==> config.mk <==
export PLATFORM = sky130hd
export DESIGN_NAME = frc_fault_response_config
export DESIGN_NICKNAME = d
export VERILOG_FILES = /design/src/logic/frc_pkg.sv /design/src/logic/frc_fault_response_config.sv
export VERILOG_INCLUDE_DIRS = /design/src /design/src/logic
export SDC_FILE = /design/constraint.sdc
export NUM_CORES = 1
export LEC_CHECK = 0
export ABC_CLOCK_PERIOD_IN_PS = 2490
export BUFFER_PORTS_ARGS = -buffer_cell sky130_fd_sc_hd__buf_4
export CAP_MARGIN = 20
export CORE_MARGIN = 8
export CORE_UTILIZATION = 25
export CTS_CLUSTER_DIAMETER = 80
export DETAILED_ROUTE_END_ITERATION = 8
export GPL_ROUTABILITY_DRIVEN = 0
export RECOVER_POWER = 100
export SLEW_MARGIN = 20
export SYNTH_ARGS = -nofsm -noshare
export SYNTH_HDL_FRONTEND = slang
export SYNTH_SLANG_ARGS = --single-unit
==> constraint.sdc <==
create_clock -name CORE_CLK -period 2.49 [get_ports CORE_CLK]
set_input_delay 0 -clock CORE_CLK [delete_from_list [all_inputs] [get_ports CORE_CLK]]
set_output_delay 0 -clock CORE_CLK [all_outputs]
set_load 0.01 [all_outputs]
==> src/logic/frc_defines.svh <==
`ifndef FRC_DEFINES_SVH
`define FRC_DEFINES_SVH
`define FRC_IDX_MODE     8'h10
`define FRC_IDX_SYSF     8'h12
`define FRC_IDX_TIME     8'h16
`define FRC_IDX_CFG      8'h20
`define FRC_IDX_STAT     8'h21
`define FRC_RST_MODE     16'h0115
`define FRC_RST_SYSF     16'h0515
`define FRC_RST_TIME     16'h0003
`define FRC_RST_CFG      16'h0000
`define FRC_WM_MODE      16'h01FF
`define FRC_WM_SYSF      16'h0635
`define FRC_WM_TIME      16'h000F
`define FRC_WM_CFG       16'h0001
`define FRC_BIT_PAR      15
`define FRC_BIT_OTPDIS   8
`define FRC_BIT_SPIDIS   7
`define FRC_OC_HI        6
`define FRC_OC_LO        4
`define FRC_UV_HI        3
`define FRC_UV_LO        2
`define FRC_OT_HI        1
`define FRC_OT_LO        0
`define FRC_BIT_OTAVDD   10
`define FRC_BIT_OTW      9
`define FRC_BIT_CSAREF   5
`define FRC_SLOW_HI      3
`define FRC_SLOW_LO      2
`define FRC_RETRY_MS0    500
`define FRC_RETRY_MS1    1000
`define FRC_RETRY_MS2    2000
`define FRC_RETRY_MS3    5000
`define FRC_CLK_KHZ      100000
`endif

==> src/logic/frc_pkg.sv <==
package frc_pkg;
  typedef enum logic [2:0] {
    FRC_OC_SLOW, FRC_OC_FAST, FRC_OC_LATCH, FRC_OC_REPORT,
    FRC_OC_RSV4, FRC_OC_RSV5, FRC_OC_RSV6, FRC_OC_OFF
  } frc_oc_mode_t;
  typedef struct packed {
    logic report;
    logic hiz;
    logic retry;
    logic fast;
    logic latch;
  } frc_action_t;
endpackage

==> src/logic/frc_fault_response_config.sv <==
// Design decision made here: register access over APB.
`timescale 1ns/10ps
`include "frc_defines.svh"
// Function
// - Bit 15 returns parity when parity enabled
// - Mode bit 8 disables OTP fault, resets 1
// - Mode bit 7 disables serial fault, resets 0
// - Overcurrent field 6-4: slow, fast, disabled
// - Overcurrent code 2 latches predriver off
// - Overcurrent code 3 reports only
// - Undervoltage field 3-2: slow or fast retry
// - Overtemperature field 1-0: slow or fast retry
// - System bit 10 enables regulator overtemperature
// - System bit 9 gates warning reporting
// - Sense reference undervoltage enable, resets 0
// - Slow retry interval chosen by two bits
module frc_fault_response_config #(
  parameter int          ADDR_W       = 8,
  parameter logic [31:0] RETRY0_CYC   = 32'(`FRC_RETRY_MS0 * `FRC_CLK_KHZ),
  parameter logic [31:0] RETRY1_CYC   = 32'(`FRC_RETRY_MS1 * `FRC_CLK_KHZ),
  parameter logic [31:0] RETRY2_CYC   = 32'(`FRC_RETRY_MS2 * `FRC_CLK_KHZ),
  parameter logic [31:0] RETRY3_CYC   = 32'(`FRC_RETRY_MS3 * `FRC_CLK_KHZ)
) (
  input  wire logic              CORE_CLK,
  input  wire logic              RSTN,
  input  wire logic              CORE_CE,
  input  wire logic              PSEL,
  input  wire logic              PENABLE,
  input  wire logic              PWRITE,
  input  wire logic [ADDR_W-1:0] PADDR,
  input  wire logic [31:0]       PWDATA,
  output logic [31:0]            PRDATA,
  output logic                   PREADY,
  output logic                   PSLVERR,
  input  wire logic              OC_DETECT,
  input  wire logic              UV_DETECT,
  input  wire logic              OT_DETECT,
  input  wire logic              OTW_DETECT,
  input  wire logic              OTP_READ_ERR,
  input  wire logic              SERIAL_ERR,
  output logic                   FAULT_INDICATOR_N,
  output logic                   PREDRV_HIZ,
  output logic                   OC_RETRY,
  output logic                   OC_RETRY_FAST,
  output logic                   UV_RETRY_FAST,
  output logic                   OT_RETRY_FAST,
  output logic [31:0]            SLOW_RETRY_CYCLES,
  output logic                   REG_OVERTEMP_EN,
  output logic                   SENSE_REF_UV_EN
);

  logic              rst_meta_r;
  logic              rst_n_r;
  logic [15:0]       mode_r;
  logic [15:0]       sysf_r;
  logic [15:0]       time_r;
  logic [15:0]       cfg_r;
  logic              oc_latched_r;
  logic [31:0]       prdata_r;
  logic              pslverr_r;
  logic [ADDR_W-3:0] idx;
  logic              setup;
  logic              acc;
  logic              wr_acc;
  logic              mapped;
  logic [15:0]       rd_word;
  logic              latch_clr;
  frc_pkg::frc_oc_mode_t oc_mode;
  frc_pkg::frc_action_t  oc_act;
  logic              oc_fault;
  logic              any_report;
  logic              any_hiz;

  // Reset is asserted at once but released through two flops to avoid a ragged release.
  always_ff @(posedge CORE_CLK or negedge RSTN) begin
    if (!RSTN) begin
      rst_meta_r <= 1'b0;
      rst_n_r    <= 1'b0;
    end else begin
      rst_meta_r <= 1'b1;
      rst_n_r    <= rst_meta_r;
    end
  end

  function automatic logic [15:0] frc_par(input logic [15:0] w, input logic en);
    frc_par = {en & (^w[14:0]), w[14:0]};
  endfunction

  function automatic logic [15:0] frc_merge(input logic [15:0] q, input logic [15:0] rv,
                                            input logic [15:0] wm);
    frc_merge = ((q & wm) | (rv & ~wm)) & 16'h7FFF;
  endfunction

  function automatic frc_pkg::frc_action_t frc_retry_act(input logic code0);
    frc_retry_act = '{report: 1'b1, hiz: 1'b1, retry: 1'b1, fast: code0, latch: 1'b0};
  endfunction

  assign idx    = PADDR[ADDR_W-1:2];
  assign setup  = PSEL & ~PENABLE;
  assign acc    = PSEL & PENABLE;
  assign wr_acc = acc & PWRITE & CORE_CE;
  assign mapped = (idx == `FRC_IDX_MODE) || (idx == `FRC_IDX_SYSF) || (idx == `FRC_IDX_TIME) ||
                  (idx == `FRC_IDX_CFG) || (idx == `FRC_IDX_STAT);

  always_comb begin
    rd_word = 16'h0000;
    unique case (idx)
      `FRC_IDX_MODE: rd_word = frc_merge(mode_r, `FRC_RST_MODE, `FRC_WM_MODE);
      `FRC_IDX_SYSF: rd_word = frc_merge(sysf_r, `FRC_RST_SYSF, `FRC_WM_SYSF);
      `FRC_IDX_TIME: rd_word = frc_merge(time_r, `FRC_RST_TIME, `FRC_WM_TIME);
      `FRC_IDX_CFG:  rd_word = frc_merge(cfg_r, `FRC_RST_CFG, `FRC_WM_CFG);
      `FRC_IDX_STAT: rd_word = {9'h000, SERIAL_ERR, OTP_READ_ERR, OTW_DETECT, OT_DETECT,
                                UV_DETECT, OC_DETECT, oc_latched_r};
      default:       rd_word = 16'h0000;
    endcase
  end

  // Read data is captured in the setup cycle, so the access phase can end in its first cycle.
  always_ff @(posedge CORE_CLK or negedge rst_n_r) begin
    if (!rst_n_r) begin
      prdata_r  <= 32'h0000_0000;
      pslverr_r <= 1'b0;
    end else if (CORE_CE && setup) begin
      prdata_r  <= PWRITE ? 32'h0000_0000 : {16'h0000, frc_par(rd_word, cfg_r[0])};
      pslverr_r <= ~mapped;
    end
  end

  assign PRDATA  = prdata_r;
  assign PREADY  = 1'b1;
  assign PSLVERR = pslverr_r & acc;

  always_ff @(posedge CORE_CLK or negedge rst_n_r) begin
    if (!rst_n_r) begin
      mode_r <= `FRC_RST_MODE;
    end else if (wr_acc && idx == `FRC_IDX_MODE) begin
      mode_r <= PWDATA[15:0] & `FRC_WM_MODE;
    end
  end

  always_ff @(posedge CORE_CLK or negedge rst_n_r) begin
    if (!rst_n_r) begin
      sysf_r <= `FRC_RST_SYSF;
    end else if (wr_acc && idx == `FRC_IDX_SYSF) begin
      sysf_r <= PWDATA[15:0] & `FRC_WM_SYSF;
    end
  end

  always_ff @(posedge CORE_CLK or negedge rst_n_r) begin
    if (!rst_n_r) begin
      time_r <= `FRC_RST_TIME;
    end else if (wr_acc && idx == `FRC_IDX_TIME) begin
      time_r <= PWDATA[15:0] & `FRC_WM_TIME;
    end
  end

  always_ff @(posedge CORE_CLK or negedge rst_n_r) begin
    if (!rst_n_r) begin
      cfg_r <= `FRC_RST_CFG;
    end else if (wr_acc && idx == `FRC_IDX_CFG) begin
      cfg_r <= PWDATA[15:0] & `FRC_WM_CFG;
    end
  end

  assign oc_mode  = frc_pkg::frc_oc_mode_t'(mode_r[`FRC_OC_HI:`FRC_OC_LO]);
  assign oc_fault = OC_DETECT & (oc_mode != frc_pkg::FRC_OC_OFF);

  always_comb begin
    oc_act = '0;
    unique case (oc_mode)
      frc_pkg::FRC_OC_SLOW:   oc_act = frc_retry_act(1'b0);
      frc_pkg::FRC_OC_FAST:   oc_act = frc_retry_act(1'b1);
      frc_pkg::FRC_OC_LATCH:  oc_act = '{report: 1'b1, hiz: 1'b1, retry: 1'b0, fast: 1'b0, latch: 1'b1};
      frc_pkg::FRC_OC_REPORT: oc_act = '{report: 1'b1, hiz: 1'b0, retry: 1'b0, fast: 1'b0, latch: 1'b0};
      default:                oc_act = '0;
    endcase
  end

  // A latched overcurrent stays until software writes one to status bit 0 or the overcurrent mode leaves latch; a new fault wins.
  assign latch_clr = wr_acc && idx == `FRC_IDX_STAT && PWDATA[0];

  always_ff @(posedge CORE_CLK or negedge rst_n_r) begin
    if (!rst_n_r) begin
      oc_latched_r <= 1'b0;
    end else if (CORE_CE) begin
      if (OC_DETECT && oc_act.latch) begin
        oc_latched_r <= 1'b1;
      end else if (latch_clr || !oc_act.latch) begin
        oc_latched_r <= 1'b0;
      end
    end
  end

  assign any_report = (oc_fault & oc_act.report) | oc_latched_r | UV_DETECT | OT_DETECT |
                      (OTW_DETECT & sysf_r[`FRC_BIT_OTW]) |
                      (OTP_READ_ERR & ~mode_r[`FRC_BIT_OTPDIS]) |
                      (SERIAL_ERR & ~mode_r[`FRC_BIT_SPIDIS]);
  assign any_hiz    = (oc_fault & oc_act.hiz) | oc_latched_r | UV_DETECT | OT_DETECT;

  // Outputs are registered so the pins never glitch while a register write settles.
  always_ff @(posedge CORE_CLK or negedge rst_n_r) begin
    if (!rst_n_r) begin
      FAULT_INDICATOR_N <= 1'b1;
      PREDRV_HIZ        <= 1'b0;
      OC_RETRY          <= 1'b1;
      OC_RETRY_FAST     <= 1'b1;
      UV_RETRY_FAST     <= 1'b1;
      OT_RETRY_FAST     <= 1'b1;
      REG_OVERTEMP_EN   <= 1'b1;
      SENSE_REF_UV_EN   <= 1'b0;
    end else if (CORE_CE) begin
      FAULT_INDICATOR_N <= ~any_report;
      PREDRV_HIZ        <= any_hiz;
      OC_RETRY          <= oc_act.retry;
      OC_RETRY_FAST     <= oc_act.fast;
      UV_RETRY_FAST     <= mode_r[`FRC_UV_LO];
      OT_RETRY_FAST     <= mode_r[`FRC_OT_LO];
      REG_OVERTEMP_EN   <= sysf_r[`FRC_BIT_OTAVDD];
      SENSE_REF_UV_EN   <= sysf_r[`FRC_BIT_CSAREF];
    end
  end

  always_ff @(posedge CORE_CLK or negedge rst_n_r) begin
    if (!rst_n_r) begin
      SLOW_RETRY_CYCLES <= RETRY0_CYC;
    end else if (CORE_CE) begin
      unique case (time_r[`FRC_SLOW_HI:`FRC_SLOW_LO])
        2'h0: SLOW_RETRY_CYCLES <= RETRY0_CYC;
        2'h1: SLOW_RETRY_CYCLES <= RETRY1_CYC;
        2'h2: SLOW_RETRY_CYCLES <= RETRY2_CYC;
        2'h3: SLOW_RETRY_CYCLES <= RETRY3_CYC;
      endcase
    end
  end
endmodule

==> impl_results.md, run 1 <==
* Post-synthesis cell area at 0.00286 sq mm
* WP data required at 2670 ps
* Num rows at 39
* 1st-iter DRT viols at 171
* Post-CTS Setup Bufs at 0
* Most common cell after layout, fill and taps aside: clkbuf_1
* ANT nets after route at 0
* Post-synthesis cell count at 264
* Global-route wire length before repair at ~11000 um
* Largest net degree at the start of global routing at 30
* VDD IR-drop max at 0.000260 V
* I/O Pins at 126
* Tmin final at approximately 2300 ps
* CTS Sinks at 55
* Most frequent cells in the layout: clkbuf_1, conb_1, buf_4, dfrtp_1, mux2_2
* Drt total wl at ~7500 um
* Nets at 394
* Die ar. at 0.0151 sq mm
* Seq cells post-synth at between 50 and 60
* Fillcell total at 1176
* Area grow syn2layout at 22.8%
* WP buf/inv at 0
* CTS buffer count at 5
* Initial core utilization at 25.3%
* Cell Pwr Density at ~540 mW/mm^2
* FF/Latch Area at 0.00140 sq mm
* Endpoints failing setup at 0
* FMAX at 439 MHz
* Design Power at 1.89 mW
* Fin Setup TNS at 0 ps
* Post-Syn Area per Cell at 10.8 sq um
* Critical path class: flip-flop to flip-flop
* Worst setup EP type: flip-flop
* Dpl cells at 465
* CP Launch Type: flip-flop
* Post-synth cell types at 49
* PortBufs at 67
* Slowest cell delay on critical path at between 400 and 500 ps
* Setup Skew at 3.33 ps
* CP delay by family, top: XOR/XNOR gates
* RSZ-0062 raised after global routing: false
* CTS tree: done
* Post-synth ARST share at between 90% and 100%
* Die W at 123 um
* WL/cell at 15.5 um
* Final hold vios at 0
* Layout cells sized above 1 at 24.8%
* Post-synthesis sequential area ratio at 49.2%
* Status: finished clean
* Fin. max-slew vios at 0
* Yosys top cell by area: dfrtp_1
* Slowest cell on the critical path: xnor3_1
* Clock Pin Slew Worst Setup and Hold Paths at ~70 ps
* Via density at 4.33
* Clk_lat worst skew at approximately 290 ps
* Initial antenna violation count at 0
* Top cells by area, synth: dfrtp_1, dfstp_2, buf_4, mux2_2, nand2_1
* Clk Tree Root Cell: clkbuf_16
* Synthesis warning total at 0
* Total Routing Usage GR at 9.68%
* Crit-path cells: mux2_2, a32oi_1, xnor3_1, xnor2_1, xnor3_1, o41ai_2
* Worst Max-Slew Pin Slew at 1180 ps
* Post-synth EDFFs at 0
* Vias at 2103
* H-tree level count at 2
* CP most frequent cell: xnor3_1
* Vias in the first global route at 2102
* Multi-input logic area at 0.00119 sq mm
* Non-filler cells, final at 486
* Relative slew slack at 21.4%
* Worst min path class: primary input to asynchronous set/reset pin
* Critical path fanouts, max at 5
* Drt pass-1 iters at 4
* Share of the synthesized area in the top cell type at between 20 and 30%
* Clock Path Buffers at 2
* Core Region at 0.0113 sq mm
* Max-Cap Viols at 0
* Final period util at a little over 90%
* Ys flop type: dfrtp_1
* Final HPWL DP at 5820 um
* Drt drc at 0
* Gr ovfl total at 0
* CP arrival at 2460 ps
* Die height at 123 um
* Leak at 1.55 nW
* N_diodes at 0
through the flow:
stage	hold slack, ps	setup WS (ps)	cell area [sq um]	utilization (%)
finish	28.6	212	3510	31.1
global route	25.1	59.7	3510	31.1
CTS	19.4	189	3650	32.4
detailed placement	-214	225	3360	29.8
global placement	-216	276	3360	29.8
floorplan	-296	456	2980	-
sequential cells by signal, summed over array words and instances (netlist names):
signal	cells
FAULT_INDICATOR_N	1
OC_RETRY	1
OC_RETRY_FAST	1
OT_RETRY_FAST	1
PRDATA	12
PREDRV_HIZ	1
REG_OVERTEMP_EN	1
SENSE_REF_UV_EN	1
SLOW_RETRY_CYCLES	11
UV_RETRY_FAST	1
cfg_r	1
mode_r	9
oc_latched_r	1
pslverr_r	1
rst_meta_r	1
rst_n_r	1
sysf_r	6
time_r	4
kinds of logic after synthesis:
group | share of synthesized area, %
compound gates | 10.9
xor+xnor | 2.50
buf+inv | 13.6
flops | 49.2
mux | 11.4
other cells | 0.263
simple gates | 12.2
final timing paths:
check / startpoint / endpoint / slack [ps] / cells past startpoint
hold / removal: RSTN / rst_meta_r$_DFF_PN0_ / 30 / 2
max in group asynchronous: rst_n_r$_DFF_PN0_ / pslverr_r$_DFFE_PN0P_ / 830 / 1
setup reg to reg: mode_r[4]$_DFFE_PN1P_ / PRDATA[15]$_DFFE_PN0P_ / 210 / 6
min in group CORE_CLK: OC_DETECT / oc_latched_r$_DFFE_PN0P_ / 30 / 3
hold reg to reg: rst_n_r$_DFF_PN0_ / SLOW_RETRY_CYCLES[24]$_DFFE_PN0P_ / 210 / 0
setup / recovery: mode_r[4]$_DFFE_PN1P_ / PRDATA[15]$_DFFE_PN0P_ / 210 / 6
routing by layer:
layer / share of wire, % / track usage, % / up-vias
li1: - / - / 1003
met1: 44 / 12.4 / 1001
met2: 47 / 16.3 / 93
met3: 7.5 / 1.98 / 6
met4: 0.83 / 2.44 / 0
met5: 0 / 0 / -
synth_stat cells (all sizes together) (2+ instances only):
master and instances:
a21boi 2, a21oi 9, a222oi 2, a22o 2
a22oi 2, a31oi 3, and2 2, and3 3
buf 45, clkbuf 5, conb 2, dfrtp 33
dfstp 22, inv 9, mux2 28, nand2 23
nand2b 2, nand3 8, nand4b 2, nor2 11
nor2b 5, nor3 3, nor4 2, o21a 2
o21ai 13, o22ai 2, xnor2 3, xnor3 2
repair_timing:
action / in CTS / in global routing
endpoints found under the hold margin: 24 / 0
hold buffers: 13 / 0
setup endpoints to repair: 0 / 0
gates resized for setup: 0 / 0
report_power, final:
group          internal (mW)  total, mW  switching, mW
clock network          0.429      0.724          0.295
registers              0.928      0.953         0.0255
logic                 0.0886      0.213          0.125
total                   1.45       1.89          0.445
cell type report:
type | count | share of cell area, %
flip-flops and latches | 55 | 40.0
multi-input cells | 184 | 34.0
repair buffers | 87 | 15.5
well taps | 143 | 5.10
clock buffers | 8 | 4.46
inverters | 9 | 0.963
No activity file was read; power rests on OpenSTA's default activity.
==> run 2, diff against run 1 <==
- ABC_CLOCK_PERIOD_IN_PS: 2490 -> 1800
- clock period: 2.49 -> 1.8 ns (I/O delays scaled with it)
==> impl_results.md, run 2 (same netlist as run 1, synthesis figures left out) <==
* Status: complete, but fails checks
* Failing checks: negative setup slack
* CTS tree: done
* Drt total wl at 7690 um (+2.3%)
* N_diodes at 0 (unchanged)
* Non-filler cells, final at 514 (+5.8%)
* Drt drc at 0 (unchanged)
* Area grow syn2layout at 31.2%
* Combinational share of power at 12.5% (+1.2 points)
* Most common cell after layout, fill and taps aside: buf_4
* Vias at 2219 (+5.5%)
* Worst Max-Slew Pin Slew at 1080 ps (-97.0 ps)
* Dpl cells at 492 (+5.8%)
* CTS Sinks at 55 (unchanged)
* Switching share of power at 24.0% (+0.41 points)
* Critical path class: flip-flop to flip-flop
* Layout cells sized above 1 at 32.1% (+7.3 points)
* VDD IR-drop max at 0.000332 V (+28%)
* Gr ovfl total at 0 (unchanged)
* Relative slew slack at 27.9% (+6.5 points)
* Final hold vios at 0 (unchanged)
* Die W at 123 um (unchanged)
* CTS buffer count at 5 (unchanged)
* Most frequent cells in the layout: buf_4, clkbuf_1, conb_1, dfrtp_1, mux2_2
* Setup Skew at 10.6 ps (+7.32 ps)
* Internal power at 2.03 mW (+41%)
* WL/cell at 15.0 um (-3.2%)
* Placed instance area at 0.00361 sq mm (+7.4%)
* Cell Pwr Density at 714 mW/mm^2 (+32%)
* Clk Tree Root Cell: clkbuf_16
* Slowest cell on the critical path: dfrtp_1
* Die height at 123 um (unchanged)
* Drt pass-1 iters at 4 (unchanged)
* Sequential share of power at 49.1% (-1.3 points)
* Critical path fanouts, max at 2 (-3)
* Max-Cap Viols at 0 (unchanged)
* FF/Latch Area at 0.00140 sq mm (unchanged)
* CP arrival at 2090 ps (-370 ps)
* CP Launch Type: flip-flop
* Die ar. at 0.0151 sq mm (unchanged)
* Vias in the first global route at 2335 (+11%)
* Final instance area at 0.00375 sq mm (+6.8%)
* Largest net degree at the start of global routing at 45 (+50%)
* Num rows at 39 (unchanged)
* Clock power frac at 38.4% (about the same)
* Multi-input logic area at 0.00121 sq mm (+1.5%)
* Tmin final at 1890 ps (-384 ps)
* FMAX at 528 MHz (+20%)
* RSZ-0062 raised after global routing: true
* Via density at 4.32 (-0.23%)
* Global-route wire length before repair at 12000 um (+4.4%)
* I/O Pins at 126 (unchanged)
* Leak at 1.70 nW (+9.7%)
* Clk_lat worst skew at 290 ps (about the same)
* PortBufs at 67 (unchanged)
* Setup ws final at -94.3 ps (-306 ps)
* Worst setup EP type: flip-flop
* R2R cell count at 6 (unchanged)
* ANT nets after route at 0 (unchanged)
* Slowest cell delay on critical path at 390 ps (-50 ps)
* Psw at 0.641 mW (+44%)
* Clock Pin Slew Worst Setup and Hold Paths at 70 ps (about the same)
* Initial antenna violation count at 0 (unchanged)
* Fin. max-slew vios at 0 (unchanged)
* Total Routing Usage GR at 10.1% (+0.39 points)
* Endpoints failing setup at 1 (+1)
* WP data required at 1990 ps (-680 ps)
* Design Power at 2.68 mW (+42%)
* Worst Hold Margin at 18.5 ps (-10.1 ps)
* Crit-path cells: a222oi_1, buf_4, xnor3_1, xnor2_1, xnor3_1, o41ai_2
* Max FFs per register at 12 (unchanged)
* Final core utilization at 33.2% (+2.1 points)
* Final HPWL DP at 6120 um (+5.1%)
* Nets at 422 (+7.1%)
* Final period util at 105% (+14 points)
* Initial core utilization at 25.3% (unchanged)
* CP most frequent cell: xnor3_1
* Fillcell total at 1173 (-0.26%)
* 1st-iter DRT viols at 70 (-59%)
* H-tree level count at 2 (unchanged)
* Worst min path class: primary input to asynchronous set/reset pin
* Core Region at 0.0113 sq mm (unchanged)
* Clock Path Buffers at 2 (unchanged)
[run 2: per-stage QoR]
step                setup slack [ps]  setup TNS, ps
finish                         -94.3          -94.3
global route                    -217           -681
CTS                            -89.5          -89.5
detailed placement              -355           -355
global placement                -259           -259
floorplan                      -70.0          -70.0
[run 2: worst paths after layout]
| check | startpoint | end | slack (ps) |
|---|---|---|---|
| max | mode_r[3]$_DFFE_PN0P_ | PRDATA[15]$_DFFE_PN0P_ | -90 |
| min reg2reg | rst_n_r$_DFF_PN0_ | SLOW_RETRY_CYCLES[9]$_DFFE_PN0P_ | 160 |
| min in group CORE_CLK | OC_DETECT | oc_latched_r$_DFFE_PN0P_ | 30 |
| max reg2reg | mode_r[3]$_DFFE_PN0P_ | PRDATA[15]$_DFFE_PN0P_ | -90 |
| max in group asynchronous | rst_n_r$_DFF_PN0_ | sysf_r[9]$_DFFE_PN0P_ | 270 |
| min | RSTN | rst_n_r$_DFF_PN0_ | 20 |
[run 2: cell type report]
cell class                      instances  area share (%)
Timing Repair Buffer                  115            20.3
Clock inverter                          1           0.200
Tap cell                              143            4.77
Inverter                                9           0.902
Sequential cell                        55            37.5
Multi-Input combinational cell        184            32.3
Clock buffer                            7            4.11
[run 2: repair_timing]
| item | in CTS | in global routing |
|---|---|---|
| buffers inserted | 1 | 0 |
| hold buffers | 13 | 0 |
| pin swaps | 2 | 0 |
| resized for setup | 0 | 2 |
| endpoints found under the hold margin | 23 | 0 |
| endpoints found under the setup margin | 1 | 1 |
[run 2: power by group through the flow]
stage,sequential (mW),combinational [mW],clock [mW]
2_1_floorplan,1.36,0.196,0
3_3_place_gp,1.34,0.332,0
3_5_place_dp,1.34,0.336,0
4_1_cts,1.32,0.359,1.07
5_1_grt,1.32,0.369,1.11
6_report,1.31,0.334,1.03
[run 2: critical path: cells and delay by family (launching register included)]
kind | cells | cell delay [ps]
XOR/XNOR | 3 | 720
AO/OA/AOI/OAI | 2 | 510
buffers and inverters | 1 | 180
flip-flops | 1 | 390
[run 2: routing by layer]
layer	up-vias	global-route usage [%]	wire, um	share of wire (%)
met3	12	2.48	707	9.2
met5	-	0	0	0
met2	101	16.2	3550	46
met4	0	3.58	155	2.0
met1	1044	12.8	3270	43
li1	1062	-	-	-
